`src/hdl/tx429_pkg.sv`:
```
// package: constants and types for the parallel-to-serial word transmitter
// assumes: a single 20 MHz ref_clk domain; all pins except the register port are asynchronous to it
package tx429_pkg;

  // ----------------------------------------------------------------------
  // clock and word geometry
  // ----------------------------------------------------------------------
  localparam int REF_CLK_HZ = 20000000;
  localparam int DATA_W = 16;
  localparam int WORD_W = 32;
  localparam int CNT_W = 6;
  localparam logic [CNT_W-1:0] NO_BIT = 6'h00;
  localparam logic [CNT_W-1:0] LAST_BIT = 6'h20;
  localparam logic [CNT_W-1:0] SYNC_BIT = 6'h08;
  localparam int GAP_W = 2;
  localparam logic [GAP_W-1:0] GAP_FIRST = 2'h0;
  localparam logic [GAP_W-1:0] GAP_LAST = 2'h3;
  localparam int TOP_BIT = 15;

  // ----------------------------------------------------------------------
  // register port
  // ----------------------------------------------------------------------
  localparam int ADDR_W = 2;
  localparam int REG_W = 8;
  localparam logic [ADDR_W-1:0] ADDR_STATUS = 2'h0;
  localparam logic [ADDR_W-1:0] ADDR_MASK = 2'h1;
  localparam logic [ADDR_W-1:0] ADDR_STATE = 2'h2;
  localparam int EV_W = 3;
  localparam int EV_SENT = 0;
  localparam int EV_XFER = 1;
  localparam int EV_OVERRUN = 2;
  localparam logic [EV_W-1:0] EV_NONE = 3'h0;
  localparam logic [EV_W-1:0] MASK_RESET = 3'h0;

  // ----------------------------------------------------------------------
  // types
  // ----------------------------------------------------------------------
  typedef enum logic [1:0]
  {
    ST_GAP = 2'b01,
    ST_DATA = 2'b10
  } tx_state_e;

  typedef struct packed
  {
    logic word_select;
    logic [DATA_W-1:0] data;
  } load_s;

  typedef struct packed
  {
    logic a;
    logic b;
  } line_s;

  localparam line_s LINE_NULL = 2'h0;

endpackage

```
`src/hdl/tx429.sv`:
```
// transmitter: two 16-bit host loads become one 32-bit serial word plus gap
// assumes: host pins and the bit clock are asynchronous and pass synchronisers
//
// The plain strobed port and the placing of the registers were chosen for this implementation.
`timescale 1ns/1ps

module tx429
(
  input wire logic ref_clk,
  input wire logic rstn,
  input wire logic tx_bit_clock,
  input wire logic write_n,
  input wire logic word_select,
  input wire logic [tx429_pkg::DATA_W-1:0] parallel_data_in,
  input wire logic odd_parity_select,
  input wire logic [tx429_pkg::ADDR_W-1:0] reg_addr,
  input wire logic [tx429_pkg::REG_W-1:0] reg_wdata,
  input wire logic reg_wr,
  input wire logic reg_rd,
  output logic [tx429_pkg::REG_W-1:0] reg_rdata,
  output logic irq,
  output logic buffer_empty_flag,
  output logic line_out_a,
  output logic line_out_b,
  output logic serial_data,
  output logic sync_n
);

  // ----------------------------------------------------------------------
  // pin synchronisers
  // ----------------------------------------------------------------------
  tx429_pkg::load_s ld_m;
  tx429_pkg::load_s ld_s;
  tx429_pkg::load_s ld_d;
  logic wr_m;
  logic wr_s;
  logic wr_d;
  logic clk_m;
  logic clk_s;
  logic clk_d;
  logic par_m;
  logic par_s;

  // data path carries one extra stage so it lines up with the strobe's last low sample
  always_ff @(posedge ref_clk or negedge rstn)
  begin
    if (!rstn)
    begin
      ld_m <= '0;
      ld_s <= '0;
      ld_d <= '0;
      wr_m <= 1'b1;
      wr_s <= 1'b1;
      wr_d <= 1'b1;
    end
    else
    begin
      ld_m <= {word_select, parallel_data_in};
      ld_s <= ld_m;
      ld_d <= ld_s;
      wr_m <= write_n;
      wr_s <= wr_m;
      wr_d <= wr_s;
    end
  end

  always_ff @(posedge ref_clk or negedge rstn)
  begin
    if (!rstn)
    begin
      clk_m <= 1'b0;
      clk_s <= 1'b0;
      clk_d <= 1'b0;
      par_m <= 1'b0;
      par_s <= 1'b0;
    end
    else
    begin
      clk_m <= tx_bit_clock;
      clk_s <= clk_m;
      clk_d <= clk_s;
      par_m <= odd_parity_select;
      par_s <= par_m;
    end
  end

  // limitation: strobe pulses shorter than a ref_clk period may be missed
  logic wr_rise;
  logic tick;
  assign wr_rise = wr_s & ~wr_d;
  assign tick = clk_s & ~clk_d;

  // ----------------------------------------------------------------------
  // input buffer
  // ----------------------------------------------------------------------
  logic [tx429_pkg::DATA_W-1:0] buf_lo;
  logic [tx429_pkg::DATA_W-1:0] buf_hi;
  logic xfer;
  logic load_hi;
  tx429_pkg::tx_state_e state;
  logic [tx429_pkg::GAP_W-1:0] gap_cnt;
  logic [tx429_pkg::CNT_W-1:0] cur_bit;
  logic [tx429_pkg::WORD_W-1:0] shift;

  assign load_hi = wr_rise & ~ld_d.word_select;
  assign xfer = ~buffer_empty_flag & (state == tx429_pkg::ST_GAP)
    & (gap_cnt == tx429_pkg::GAP_LAST);

  always_ff @(posedge ref_clk or negedge rstn)
  begin
    if (!rstn)
    begin
      buf_lo <= '0;
      buf_hi <= '0;
    end
    else if (wr_rise)
    begin
      if (ld_d.word_select)
        buf_lo <= ld_d.data;
      else
        buf_hi <= ld_d.data;
    end
  end

  // a second-half load landing with a transfer keeps the buffer full
  always_ff @(posedge ref_clk or negedge rstn)
  begin
    if (!rstn)
      buffer_empty_flag <= 1'b1;
    else if (load_hi)
      buffer_empty_flag <= 1'b0;
    else if (xfer)
      buffer_empty_flag <= 1'b1;
  end

  // ----------------------------------------------------------------------
  // word and gap sequencer
  // ----------------------------------------------------------------------
  logic odd_bit;
  assign odd_bit = ~^{buf_hi[tx429_pkg::TOP_BIT-1:0], buf_lo};

  always_ff @(posedge ref_clk or negedge rstn)
  begin
    if (!rstn)
    begin
      state <= tx429_pkg::ST_GAP;
      gap_cnt <= tx429_pkg::GAP_LAST;
      cur_bit <= tx429_pkg::NO_BIT;
    end
    else if (xfer)
    begin
      state <= tx429_pkg::ST_DATA;
      cur_bit <= tx429_pkg::NO_BIT;
    end
    else if (tick)
    begin
      unique case (state)
        tx429_pkg::ST_GAP:
        begin
          if (gap_cnt != tx429_pkg::GAP_LAST)
            gap_cnt <= gap_cnt + 1'b1;
        end
        tx429_pkg::ST_DATA:
        begin
          if (cur_bit == tx429_pkg::LAST_BIT)
          begin
            state <= tx429_pkg::ST_GAP;
            gap_cnt <= tx429_pkg::GAP_FIRST;
            cur_bit <= tx429_pkg::NO_BIT;
          end
          else
            cur_bit <= cur_bit + 1'b1;
        end
      endcase
    end
  end

  // shift register is loaded only from the buffer, never from the pins
  always_ff @(posedge ref_clk or negedge rstn)
  begin
    if (!rstn)
      shift <= '0;
    else if (xfer)
    begin
      shift[tx429_pkg::DATA_W-1:0] <= buf_lo;
      shift[tx429_pkg::WORD_W-2:tx429_pkg::DATA_W] <= buf_hi[tx429_pkg::TOP_BIT-1:0];
      shift[tx429_pkg::WORD_W-1] <= par_s ? odd_bit : buf_hi[tx429_pkg::TOP_BIT];
    end
    else if (tick && state == tx429_pkg::ST_DATA && cur_bit != tx429_pkg::LAST_BIT)
      shift <= {1'b0, shift[tx429_pkg::WORD_W-1:1]};
  end

  // ----------------------------------------------------------------------
  // line outputs
  // ----------------------------------------------------------------------
  logic sending;
  assign sending = (state == tx429_pkg::ST_DATA) && (cur_bit != tx429_pkg::LAST_BIT);

  always_ff @(posedge ref_clk or negedge rstn)
  begin
    if (!rstn)
    begin
      line_out_a <= tx429_pkg::LINE_NULL.a;
      line_out_b <= tx429_pkg::LINE_NULL.b;
      serial_data <= 1'b0;
    end
    else if (tick)
    begin
      if (sending)
      begin
        line_out_a <= shift[0];
        line_out_b <= ~shift[0];
        serial_data <= shift[0];
      end
      else
      begin
        line_out_a <= tx429_pkg::LINE_NULL.a;
        line_out_b <= tx429_pkg::LINE_NULL.b;
        serial_data <= 1'b0;
      end
    end
  end

  always_ff @(posedge ref_clk or negedge rstn)
  begin
    if (!rstn)
      sync_n <= 1'b1;
    else
      sync_n <= ~((cur_bit == tx429_pkg::SYNC_BIT) && !clk_s && state == tx429_pkg::ST_DATA);
  end

  // ----------------------------------------------------------------------
  // status, mask and register port
  // ----------------------------------------------------------------------
  logic [tx429_pkg::EV_W-1:0] status;
  logic [tx429_pkg::EV_W-1:0] mask;
  logic [tx429_pkg::EV_W-1:0] events;
  logic [tx429_pkg::EV_W-1:0] clr;

  always_comb
  begin
    events = tx429_pkg::EV_NONE;
    events[tx429_pkg::EV_SENT] = tick && state == tx429_pkg::ST_DATA && cur_bit == tx429_pkg::LAST_BIT;
    events[tx429_pkg::EV_XFER] = xfer;
    events[tx429_pkg::EV_OVERRUN] = wr_rise && !buffer_empty_flag;
    clr = tx429_pkg::EV_NONE;
    if (reg_wr && reg_addr == tx429_pkg::ADDR_STATUS)
      clr = reg_wdata[tx429_pkg::EV_W-1:0];
  end

  // set wins over a same-cycle clear
  always_ff @(posedge ref_clk or negedge rstn)
  begin
    if (!rstn)
      status <= tx429_pkg::EV_NONE;
    else
      status <= (status & ~clr) | events;
  end

  always_ff @(posedge ref_clk or negedge rstn)
  begin
    if (!rstn)
      mask <= tx429_pkg::MASK_RESET;
    else if (reg_wr && reg_addr == tx429_pkg::ADDR_MASK)
      mask <= reg_wdata[tx429_pkg::EV_W-1:0];
  end

  always_ff @(posedge ref_clk or negedge rstn)
  begin
    if (!rstn)
      irq <= 1'b0;
    else
      irq <= |(status & mask);
  end

  // unmapped reads and idle cycles return zero
  always_ff @(posedge ref_clk or negedge rstn)
  begin
    if (!rstn)
      reg_rdata <= '0;
    else
    begin
      reg_rdata <= '0;
      if (reg_rd)
      begin
        unique case (reg_addr)
          tx429_pkg::ADDR_STATUS: reg_rdata <= {5'h00, status};
          tx429_pkg::ADDR_MASK: reg_rdata <= {5'h00, mask};
          tx429_pkg::ADDR_STATE: reg_rdata <= {cur_bit, state == tx429_pkg::ST_DATA, buffer_empty_flag};
          default: reg_rdata <= '0;
        endcase
      end
    end
  end
endmodule

```
`config.mk`:
```
export PLATFORM = sky130hd
export DESIGN_NAME = tx429
export DESIGN_NICKNAME = d
export VERILOG_FILES = /design/src/hdl/tx429_pkg.sv /design/src/hdl/tx429.sv
export SDC_FILE = /design/constraint.sdc
export NUM_CORES = 1
export LEC_CHECK = 0
export ABC_AREA = 1
export BUFFER_PORTS_ARGS = -buffer_cell sky130_fd_sc_hd__buf_2
export CORE_ASPECT_RATIO = 0.5
export CORE_MARGIN = 1
export CORE_UTILIZATION = 53
export CTS_CLUSTER_DIAMETER = 150
export DETAILED_ROUTE_END_ITERATION = 12
export PLACE_DENSITY_LB_ADDON = 0.3
export SYNTH_ARGS = -nofsm -noshare
export SYNTH_HDL_FRONTEND = slang
export SYNTH_SLANG_ARGS = --single-unit
```
`constraint.sdc`:
```
create_clock -name ref_clk -period 5.1 [get_ports ref_clk]
set_input_delay 0.51 -clock ref_clk [delete_from_list [all_inputs] [get_ports ref_clk]]
set_output_delay 0.51 -clock ref_clk [all_outputs]
set_load 0.05 [all_outputs]
```
* Word level (Yosys, flattened, before mapping)
Index checks and enable logic that the tools add are counted.
** Storage, ports and cells
- Register bits :: 152
- Input bits :: 34
- Output and inout port bits :: 14
- Word-level logic and storage cells :: 102
** Operators by class
- $add $sub $neg :: 2
- Eq/ne operators :: 11
- Mux-type cells :: 21
- Bitwise operators :: 16
- Reduce and logical (&&, ||, !) cells :: 24
** Operator list (number)
- 32-bit two-way mux :: 2
- 31-bit XNOR reduction :: 1
- 6-bit two-way mux :: 4
- 8-bit case mux with 3 select lines :: 1
- 2-bit two-way mux :: 6
- 2-bit nonzero test :: 5
- 1-bit logical AND :: 9
- 8-bit two-way mux :: 1
- 1-bit NOT :: 7
- 6-bit by 1-bit adder with 6-bit output (second input constant) :: 1
- 3-bit bitwise AND :: 2
- 2-bit == test (second input constant) :: 3
- 6-bit by 4-bit == test with 1-bit output (second input constant) :: 1
- 6-bit == test (second input constant) :: 1
- 6-bit != test (second input constant) :: 1
- 2-bit AND reduction :: 3
- 1-bit bitwise AND :: 5
- 1-bit two-way mux :: 5
- 2-bit by 1-bit == test with 1-bit output (second input constant) :: 2
- 2-bit != test (second input constant) :: 2
- 2-bit case mux with 2 select lines :: 1
- 4-bit AND reduction :: 1
- 3-bit two-way mux :: 1
- 3-bit NOT :: 1
- 7 further kinds :: 8

* Depth between registers and ports, before layout
Gate-level depths: netlist of the first run.
- Word-level depth :: 6
- Gate-level depth with buffers :: 14
- Gate-level depth less buffers :: 14

* Worst setup path after synthesis of the first run
OpenSTA, ideal clock, no wires.
- Path type :: register to register
- From :: register gap_cnt[0] (netlist name)
- To :: register shift[23] (netlist name)
- Data arrival time :: 1483 ps
- Required time :: 4971 ps
- Setup slack :: 3488 ps
- Cell stages (with the launch flop) :: 9
- Path buffers :: 2
- Cells stage by stage :: dfstp_2 -> ha_1 -> nand3_1 -> nor2_4 -> inv_2 -> nand2_2 -> buf_6 -> buf_6 -> o221ai_2
** Between the ends
- Cells in the longest elaborated chain, start to end :: 3
- Elaborated cells between the ends (all ways) :: 4
** Ends and longest elaborated chain
- start, declared :: line tx429.sv:101 : logic [tx429_pkg::GAP_W-1:0] gap_cnt;
- start signal, assigned :: line tx429.sv:147 : gap_cnt <= tx429_pkg::GAP_LAST;
- start signal, assigned :: line tx429.sv:161 : gap_cnt <= gap_cnt + 1'b1;
- start signal, assigned :: line tx429.sv:168 : gap_cnt <= tx429_pkg::GAP_FIRST;
- 2-bit == test * :: line tx429.sv:107 : & (gap_cnt == tx429_pkg::GAP_LAST);
- 1-bit bitwise AND * :: line tx429.sv:107
- 32-bit two-way mux / 2-bit nonzero test (equally long branches)
- end signal, assigned by index :: line tx429.sv:185 : shift[tx429_pkg::DATA_W-1:0] <= buf_lo;
- end signal, assigned by index :: line tx429.sv:186 : shift[tx429_pkg::WORD_W-2:tx429_pkg::DATA_W] <= buf_hi[tx429_pkg::TOP_BIT-1:0];
- end signal, assigned by index :: line tx429.sv:187 : shift[tx429_pkg::WORD_W-1] <= par_s ? odd_bit : buf_hi[tx429_pkg::TOP_BIT];
- end, declared :: line tx429.sv:103 : logic [tx429_pkg::WORD_W-1:0] shift;
Mark *: on every way between the ends. The rest lies on a longest branch, timed or not.
A chain may end at the register's enable or synchronous reset.

* Final worst setup path of the first run
- From :: register gap_cnt[0] (netlist name)
- To :: register shift[27] (netlist name)
Same word-level chain as after synthesis.

==> flow_metrics.py, run 1 <==
metrics = {
    "logic_synthesis": {
        "postSynth.asyncResetShare": 1.00,
        "synth_adder_area_share": 0.00617,
        "yosys_warnings": 0,
        "synth_simple_gate_area_frac": 0.172,
        "synth.distinct_cells": 29,
        "seq_area_frac_synth": 0.627,
        "ys_ff_latch": 152,
        "synth_compound_area_frac": 0.102,
        "synthMuxAreaShare": 0,
        "synth_largest_area_cell": "dfrtp_1",
        "synth_ff_type": "dfrtp_1",
        "synth_top_family_by_area": "simple AND/OR/NAND/NOR gates",
        "synth_top_area_share": 0.593,
        "avgSynthCellArea_um2": 9.77,
        "synth_common_cells": "190 x nand2_1, 144 x dfrtp_1, 87 x inv_1",
        "synthXorXnorAreaFrac": 0.0202,
        "yosys-top-cells-area": "dfrtp_1 59%, nand2_1 12%, inv_1 5.4%",
        "synth_fp_nets": 659,
        "synth_cells": 622,
        "synth_edf_count": 0,
        "synthMostInstantiatedCell": "nand2_1",
        "netlist_area_um2": 6080,
    },
    "sta": {
        "post-route-period-util": 0.516,
        "setup_ws_ns": 2.47,
        "tightest_slew_ns": 1.15,
        "slew_headroom": 0.230,
        "fin_skew_ns": 0.00869,
        "setup_viol_count_final": 0,
        "totalNegativeSetupSlack_ns": 0,
        "post-route-min-period_ns": 2.63,
        "clock.fmax_mhz": 380,
        "whs_ns": 0.182,
        "finalMaxSlewViolations": 0,
        "rsz0062_at_grt": "no",
        "final_hold_viol_count": 0,
    },
    "clocking": {
        "clk_latency_ns": 0.42,
        "cts.sinks": 152,
        "cts.repair.resized": 0,
        "clkTransAtPathRegs_ns": 0.06,
        "cts_buffer_depth": 2,
        "cts_hold_buffers": 1,
        "post-cts-setup-buffers": 0,
        "cts_inserted_buffers": 17,
        "cts_root_buffer": "clkbuf_16",
        "htreeDepth": 4,
        "cts_tree": "yes",
    },
    "drt": {
        "drt_first_iter_violations": 299,
        "vias": 4150,
        "vias_per_cell": 5.02,
        "drc_errors": 0,
        "avgRoutedWirePerCell_um": 13.2,
        "finalWirelength_um": 10900,
        "first_pass_iters": 5,
        "ant_nets": 0,
    },
    "cells_and_area": {
        "fillers": 898,
        "drive_gt1_frac": 0.157,
        "area_growth_pct": 15.6,
        "n_antenna_cell": 0,
        "fin_nets": 706,
    },
    "worst_setup_path": {
        "cp.required_ns": 5.39,
        "crit_path_end_kind": "register",
        "cp_max_fo": 28,
        "worst_setup_path_start_kind": "register",
        "critical_path_class": "register to register",
        "critPathArrivalTime_ns": 2.93,
    },
    "pwr": {
        "combinationalPowerShare": 0.114,
        "leakagePower_nw": 3.54,
        "ir_worst_vdd_v": 0.000236,
        "p_sw_uw": 810,
        "p_per_area_nw_per_um2": 427,
        "power_report.internal_total_mw": 2.19,
        "clkPwrFrac": 0.433,
        "power.share.switching": 0.270,
        "power_frac_seq": 0.453,
    },
    "global_routing": {
        "grt_pass1_vias": 3947,
        "grt_start_max_net_pins": 66,
        "use_met1": 0.304,
        "grt_pass1_wl_um": 18700,
        "grt.overflow.total": 0,
        "grt_antenna_before_repair": 0,
        "gr-usage-met2": 0.293,
        "use_met3": 0.0547,
        "grt-busiest-layer": "met1",
        "grt_usage": 0.205,
    },
    "place": {
        "port_buffers": 42,
        "place.gp.congestion": 0.800,
        "dp_hpwl_um": 7140,
        "dp_slack_ns": 2.45,
    },
    "floorplanning": {
        "die_x_um": 153,
        "initial_utilization": 0.549,
        "core_area_um2": 11100,
        "die_area_um2": 11900,
        "rows": 27,
        "die_y_um": 77.7,
        "ioPinCount": 48,
    },
    "outcome": {
        "status": "finished clean",
    },
    "run": {
        "maxCapViolCount": 0,
    },
    "worst_hold_path": {
        "hold_class": "input port to register",
    },
}
==> metal layers <==
| layer | share of wire | up-vias |
|---|---|---|
| met5 | 0 | - |
| met4 | 0.013 | 0 |
| met3 | 0.070 | 16 |
| met2 | 0.42 | 118 |
| met1 | 0.49 | 1944 |
| li1 | - | 2072 |
==> cell families (layout without fill, tap and decap cells) <==
family / Yosys count / after routing
AO/OA/AOI/OAI: 91 / 91
XOR/XNOR: 14 / 14
adder cells (fa/ha/maj): 3 / 3
buffers and inverters: 109 / 169
flip-flops: 152 / 152
AND/OR/NAND/NOR: 253 / 253
==> through the flow <==
stage	area, um^2	total power, mW	instances	util
floorplan	6080	1.61	622	-
CTS	7030	3.02	827	0.634
detailed placement	6400	1.72	794	0.578
global placement	6400	1.70	794	0.578
finish	7030	3.00	827	0.634
global route	7030	3.14	827	0.634
==> final cells by class <==
type / instances / area [um^2] / area share
Clock inverter: 15 / 189 / 0.0269
Tap cell: 145 / 181 / 0.0258
Timing Repair Buffer: 45 / 241 / 0.0344
Sequential cell: 152 / 3810 / 0.543
Clock buffer: 17 / 425 / 0.0606
Inverter: 92 / 345 / 0.0492
Multi-Input combinational cell: 361 / 1830 / 0.260
==> final timing paths <==
| check | start | to | slack (ns) | cells after the start |
|---|---|---|---|---|
| worst max-delay path | gap_cnt[0] | shift[27] | 2.47 | 8 |
| worst min-delay path | write_n | wr_m | 0.18 | 1 |
| worst max register to register | gap_cnt[0] | shift[27] | 2.47 | 8 |
| worst min register to register | ld_s[12] | ld_d[12] | 0.34 | 0 |
| max in group asynchronous | rstn | buf_lo[7] | 3.54 | 3 |
| min in group asynchronous | rstn | cur_bit[4] | 0.50 | 2 |
==> sequential cells by signal, summed over array words and instances (netlist names), 2 cells and up <==
name,count
shift,32
ld_d,17
ld_m,17
ld_s,17
buf_hi,16
buf_lo,16
reg_rdata,8
cur_bit,6
mask,3
status,3
gap_cnt,2
state,2
==> critical path, cell delays in order (launching register included) <==
cell	delay [ns]
dfstp_2	0.54
ha_1	0.14
nand3_1	0.13
nor2_4	0.38
inv_2	0.32
nand2_2	0.49
inv_2	0.23
a22oi_1	0.17
o21ai_0	0.10
==> power by group through the flow <==
stage / logic [mW] / clock network [mW] / registers, mW
floorplan: 0.242 / 0 / 1.37
global placement: 0.326 / 0 / 1.37
detailed placement: 0.342 / 0 / 1.38
CTS: 0.346 / 1.32 / 1.36
global route: 0.402 / 1.37 / 1.37
finish: 0.342 / 1.30 / 1.36
==> cell usage in the layout (no fill, tap or decap), types with 6 or more instances in the layout <==
master,count
inv_6,6
nand2_1,190
xnor2_1,8
nor3_1,7
buf_2,41
xor2_1,6
a22oi_1,6
clkbuf_16,17
dfstp_2,8
inv_1,87
o221ai_1,18
nand3_1,26
dfrtp_1,144
nor2_1,20
o21ai_0,49
Note: power is estimated with default switching activity, not from simulation.
==> run 2: changes to the inputs <==
Settings changed: ABC_AREA 1 to 0.
Clock period 5.1 ns to 2.7 ns, I/O delays scaled along.
==> flow_metrics.py, run 2 <==
metrics = {
    "sta": {
        "totalNegativeSetupSlack_ns": 0,
        "finalMaxSlewViolations": 0,
        "clock.fmax_mhz": 413,
        "tightest_slew_ns": 1.07,
        "rsz0062_at_grt": "no",
        "setup_viol_count_final": 0,
        "post-route-period-util": 0.897,
        "slew_headroom": 0.284,
        "final_hold_viol_count": 0,
        "fin_skew_ns": 0.00752,
        "post-route-min-period_ns": 2.42,
        "whs_ns": 0.0878,
    },
    "global_routing": {
        "grt_pass1_vias": 3172,
        "grt_pass1_wl_um": 16000,
        "grt_start_max_net_pins": 97,
        "grt.overflow.total": 0,
        "grt_usage": 0.197,
        "grt_antenna_before_repair": 0,
    },
    "logic_synthesis": {
        "synth_ff_type": "dfrtp_1",
        "synth_common_cells": "144 x dfrtp_1, 75 x nand2_1, 27 x mux2_1",
        "yosys_warnings": 0,
        "yosys-top-cells-area": "dfrtp_1 64%, mux2_1 5.4%, nand2_1 5.0%",
        "synth_largest_area_cell": "dfrtp_1",
        "synth_edf_count": 0,
        "synth_fp_nets": 451,
        "ys_ff_latch": 152,
        "synth_top_area_share": 0.644,
        "netlist_area_um2": 5600,
        "seq_area_frac_synth": 0.682,
        "avgSynthCellArea_um2": 13.5,
        "synthMostInstantiatedCell": "dfrtp_1",
        "postSynth.asyncResetShare": 1.00,
        "synth.distinct_cells": 38,
        "synth_cells": 414,
    },
    "worst_setup_path": {
        "r2r_slack_ns": 0.28,
        "critPathMaxStageDelay_ns": 0.81,
        "cp_max_fo": 25,
        "worstReg2RegEnd": "shift[21]",
        "critPathArrivalTime_ns": 2.77,
        "worst_setup_path_start_kind": "register",
        "crit_start": "cur_bit[1]",
        "crit_chain": "inv_1 -> ha_1 -> nor3b_1 -> and3b_1 -> nor3_2 -> nor2_2 -> nand2_1 -> nand2_1",
        "regToRegStartpoint": "cur_bit[1]",
        "critical_path_class": "register to register",
        "cp.required_ns": 3.05,
        "path_common_cell": "nand2_1",
        "slowest_stage": "nor2_2",
        "crit_path_end_kind": "register",
        "rr_worst_depth": 8,
    },
    "worst_hold_path": {
        "hold_start": "reg_wdata[0]",
        "hold_class": "input port to register",
        "whs_path_depth": 2,
        "hold_path_end": "mask[0]",
    },
    "cells_and_area": {
        "seq_area_um2": 3810,
        "largest_reg_flops": 32,
        "area_growth_pct": 22.4,
        "final_cell_mix": "144 x dfrtp_1, 75 x nand2_1, 41 x buf_2",
        "final_common_cell": "dfrtp_1",
        "fillers": 748,
        "regMostFlops": "shift",
        "n_antenna_cell": 0,
        "fin_nets": 527,
        "drive_gt1_frac": 0.205,
        "multi_input_area_um2": 1700,
    },
    "floorplanning": {
        "core_area_um2": 10200,
        "initial_utilization": 0.546,
        "die_area_um2": 11000,
        "die_x_um": 147,
        "rows": 26,
        "ioPinCount": 48,
        "die_y_um": 74.7,
    },
    "clocking": {
        "cts_inserted_buffers": 17,
        "htreeDepth": 4,
        "clk_latency_ns": 0.41,
        "cts_root_buffer": "clkbuf_16",
        "cts.sinks": 152,
        "cts_buffer_depth": 2,
        "cts_tree": "yes",
        "clkTransAtPathRegs_ns": 0.06,
    },
    "place": {
        "place.gp.congestion": 0.826,
        "dp_hpwl_um": 5790,
        "port_buffers": 42,
    },
    "drt": {
        "ant_nets": 0,
        "avgRoutedWirePerCell_um": 15.1,
        "finalWirelength_um": 9690,
        "vias_per_cell": 5.08,
        "vias": 3267,
        "first_pass_iters": 5,
        "drt_first_iter_violations": 147,
        "drc_errors": 0,
    },
    "pwr": {
        "p_per_area_nw_per_um2": 864,
        "ir_worst_vdd_v": 0.000502,
        "leakagePower_nw": 3.30,
    },
    "run": {
        "maxCapViolCount": 0,
    },
    "outcome": {
        "status": "finished clean",
    },
}
==> run 2: worst max-delay path: cells and delay by family (launching register included) <==
| kind | cells | cell delay (ns) |
|---|---|---|
| adders and majority gates | 1 | 0.13 |
| buffers and inverters | 1 | 0.09 |
| DFF | 1 | 0.42 |
| and+or+nand+nor | 6 | 1.71 |
==> run 2: metrics by stage <==
step / util / cells / total power [mW] / cell area, um^2 / setup slack [ns]
after floorplan: - / 414 / 3.17 / 5600 / 0.908
after global placement: 0.585 / 590 / 3.35 / 6000 / 0.315
after detailed placement: 0.585 / 590 / 3.38 / 6000 / 0.305
final: 0.668 / 643 / 5.92 / 6850 / 0.277
after global routing: 0.668 / 643 / 6.14 / 6850 / 0.0304
after CTS: 0.668 / 643 / 5.97 / 6850 / 0.281
==> run 2: kinds of logic (layout without fill, tap and decap cells) <==
logic type	Yosys count	after routing	synth area share
multiplexers	44	44	0.0865
flip-flops	152	152	0.682
AND/OR/NAND/NOR	111	111	0.0874
AO/OA/AOI/OAI	58	58	0.0673
adder cells (fa/ha/maj)	3	3	0.00671
buffers and inverters	19	108	0.0157
XOR/XNOR	27	27	0.0548
==> run 2: layout make-up <==
cell class / instances / share of cell area
sequential: 152 / 0.557
timing repair buffer: 71 / 0.0729
multi-input combinational: 243 / 0.248
clock inverter: 15 / 0.0318
tap: 140 / 0.0256
clock buffer: 17 / 0.0621
inverter: 5 / 0.00274
==> run 2: repair_timing <==
item	CTS	global route
hold endpoints to repair	37	0
buffers inserted	0	0
resized for setup	0	0
hold buffers	21	0
==> run 2: worst max-delay path by stage <==
stage          depth (start not counted)        end  slack [ns]
6_report                               8  shift[21]        0.28
3_5_place_dp                           8  shift[30]        0.30
4_1_cts                                8  shift[18]        0.28
2_1_floorplan                          8  shift[29]        0.91
5_1_grt                                8   shift[2]        0.03
3_3_place_gp                           8  shift[20]        0.32
==> run 2: where the power goes <==
group	switching (mW)	internal (mW)
clock	0.967	1.57
sequential	0.128	2.45
combinational	0.328	0.471
==> run 2: per-layer routing <==
layer  share of wire  wire length, um  global-route usage  up-vias
li1                -                -                   -     1560
met5               0                0                   0        -
met1            0.49             4750               0.275     1621
met2            0.46             4460               0.298       76
met3           0.039              380              0.0552       10
met4           0.010               98              0.0813        0
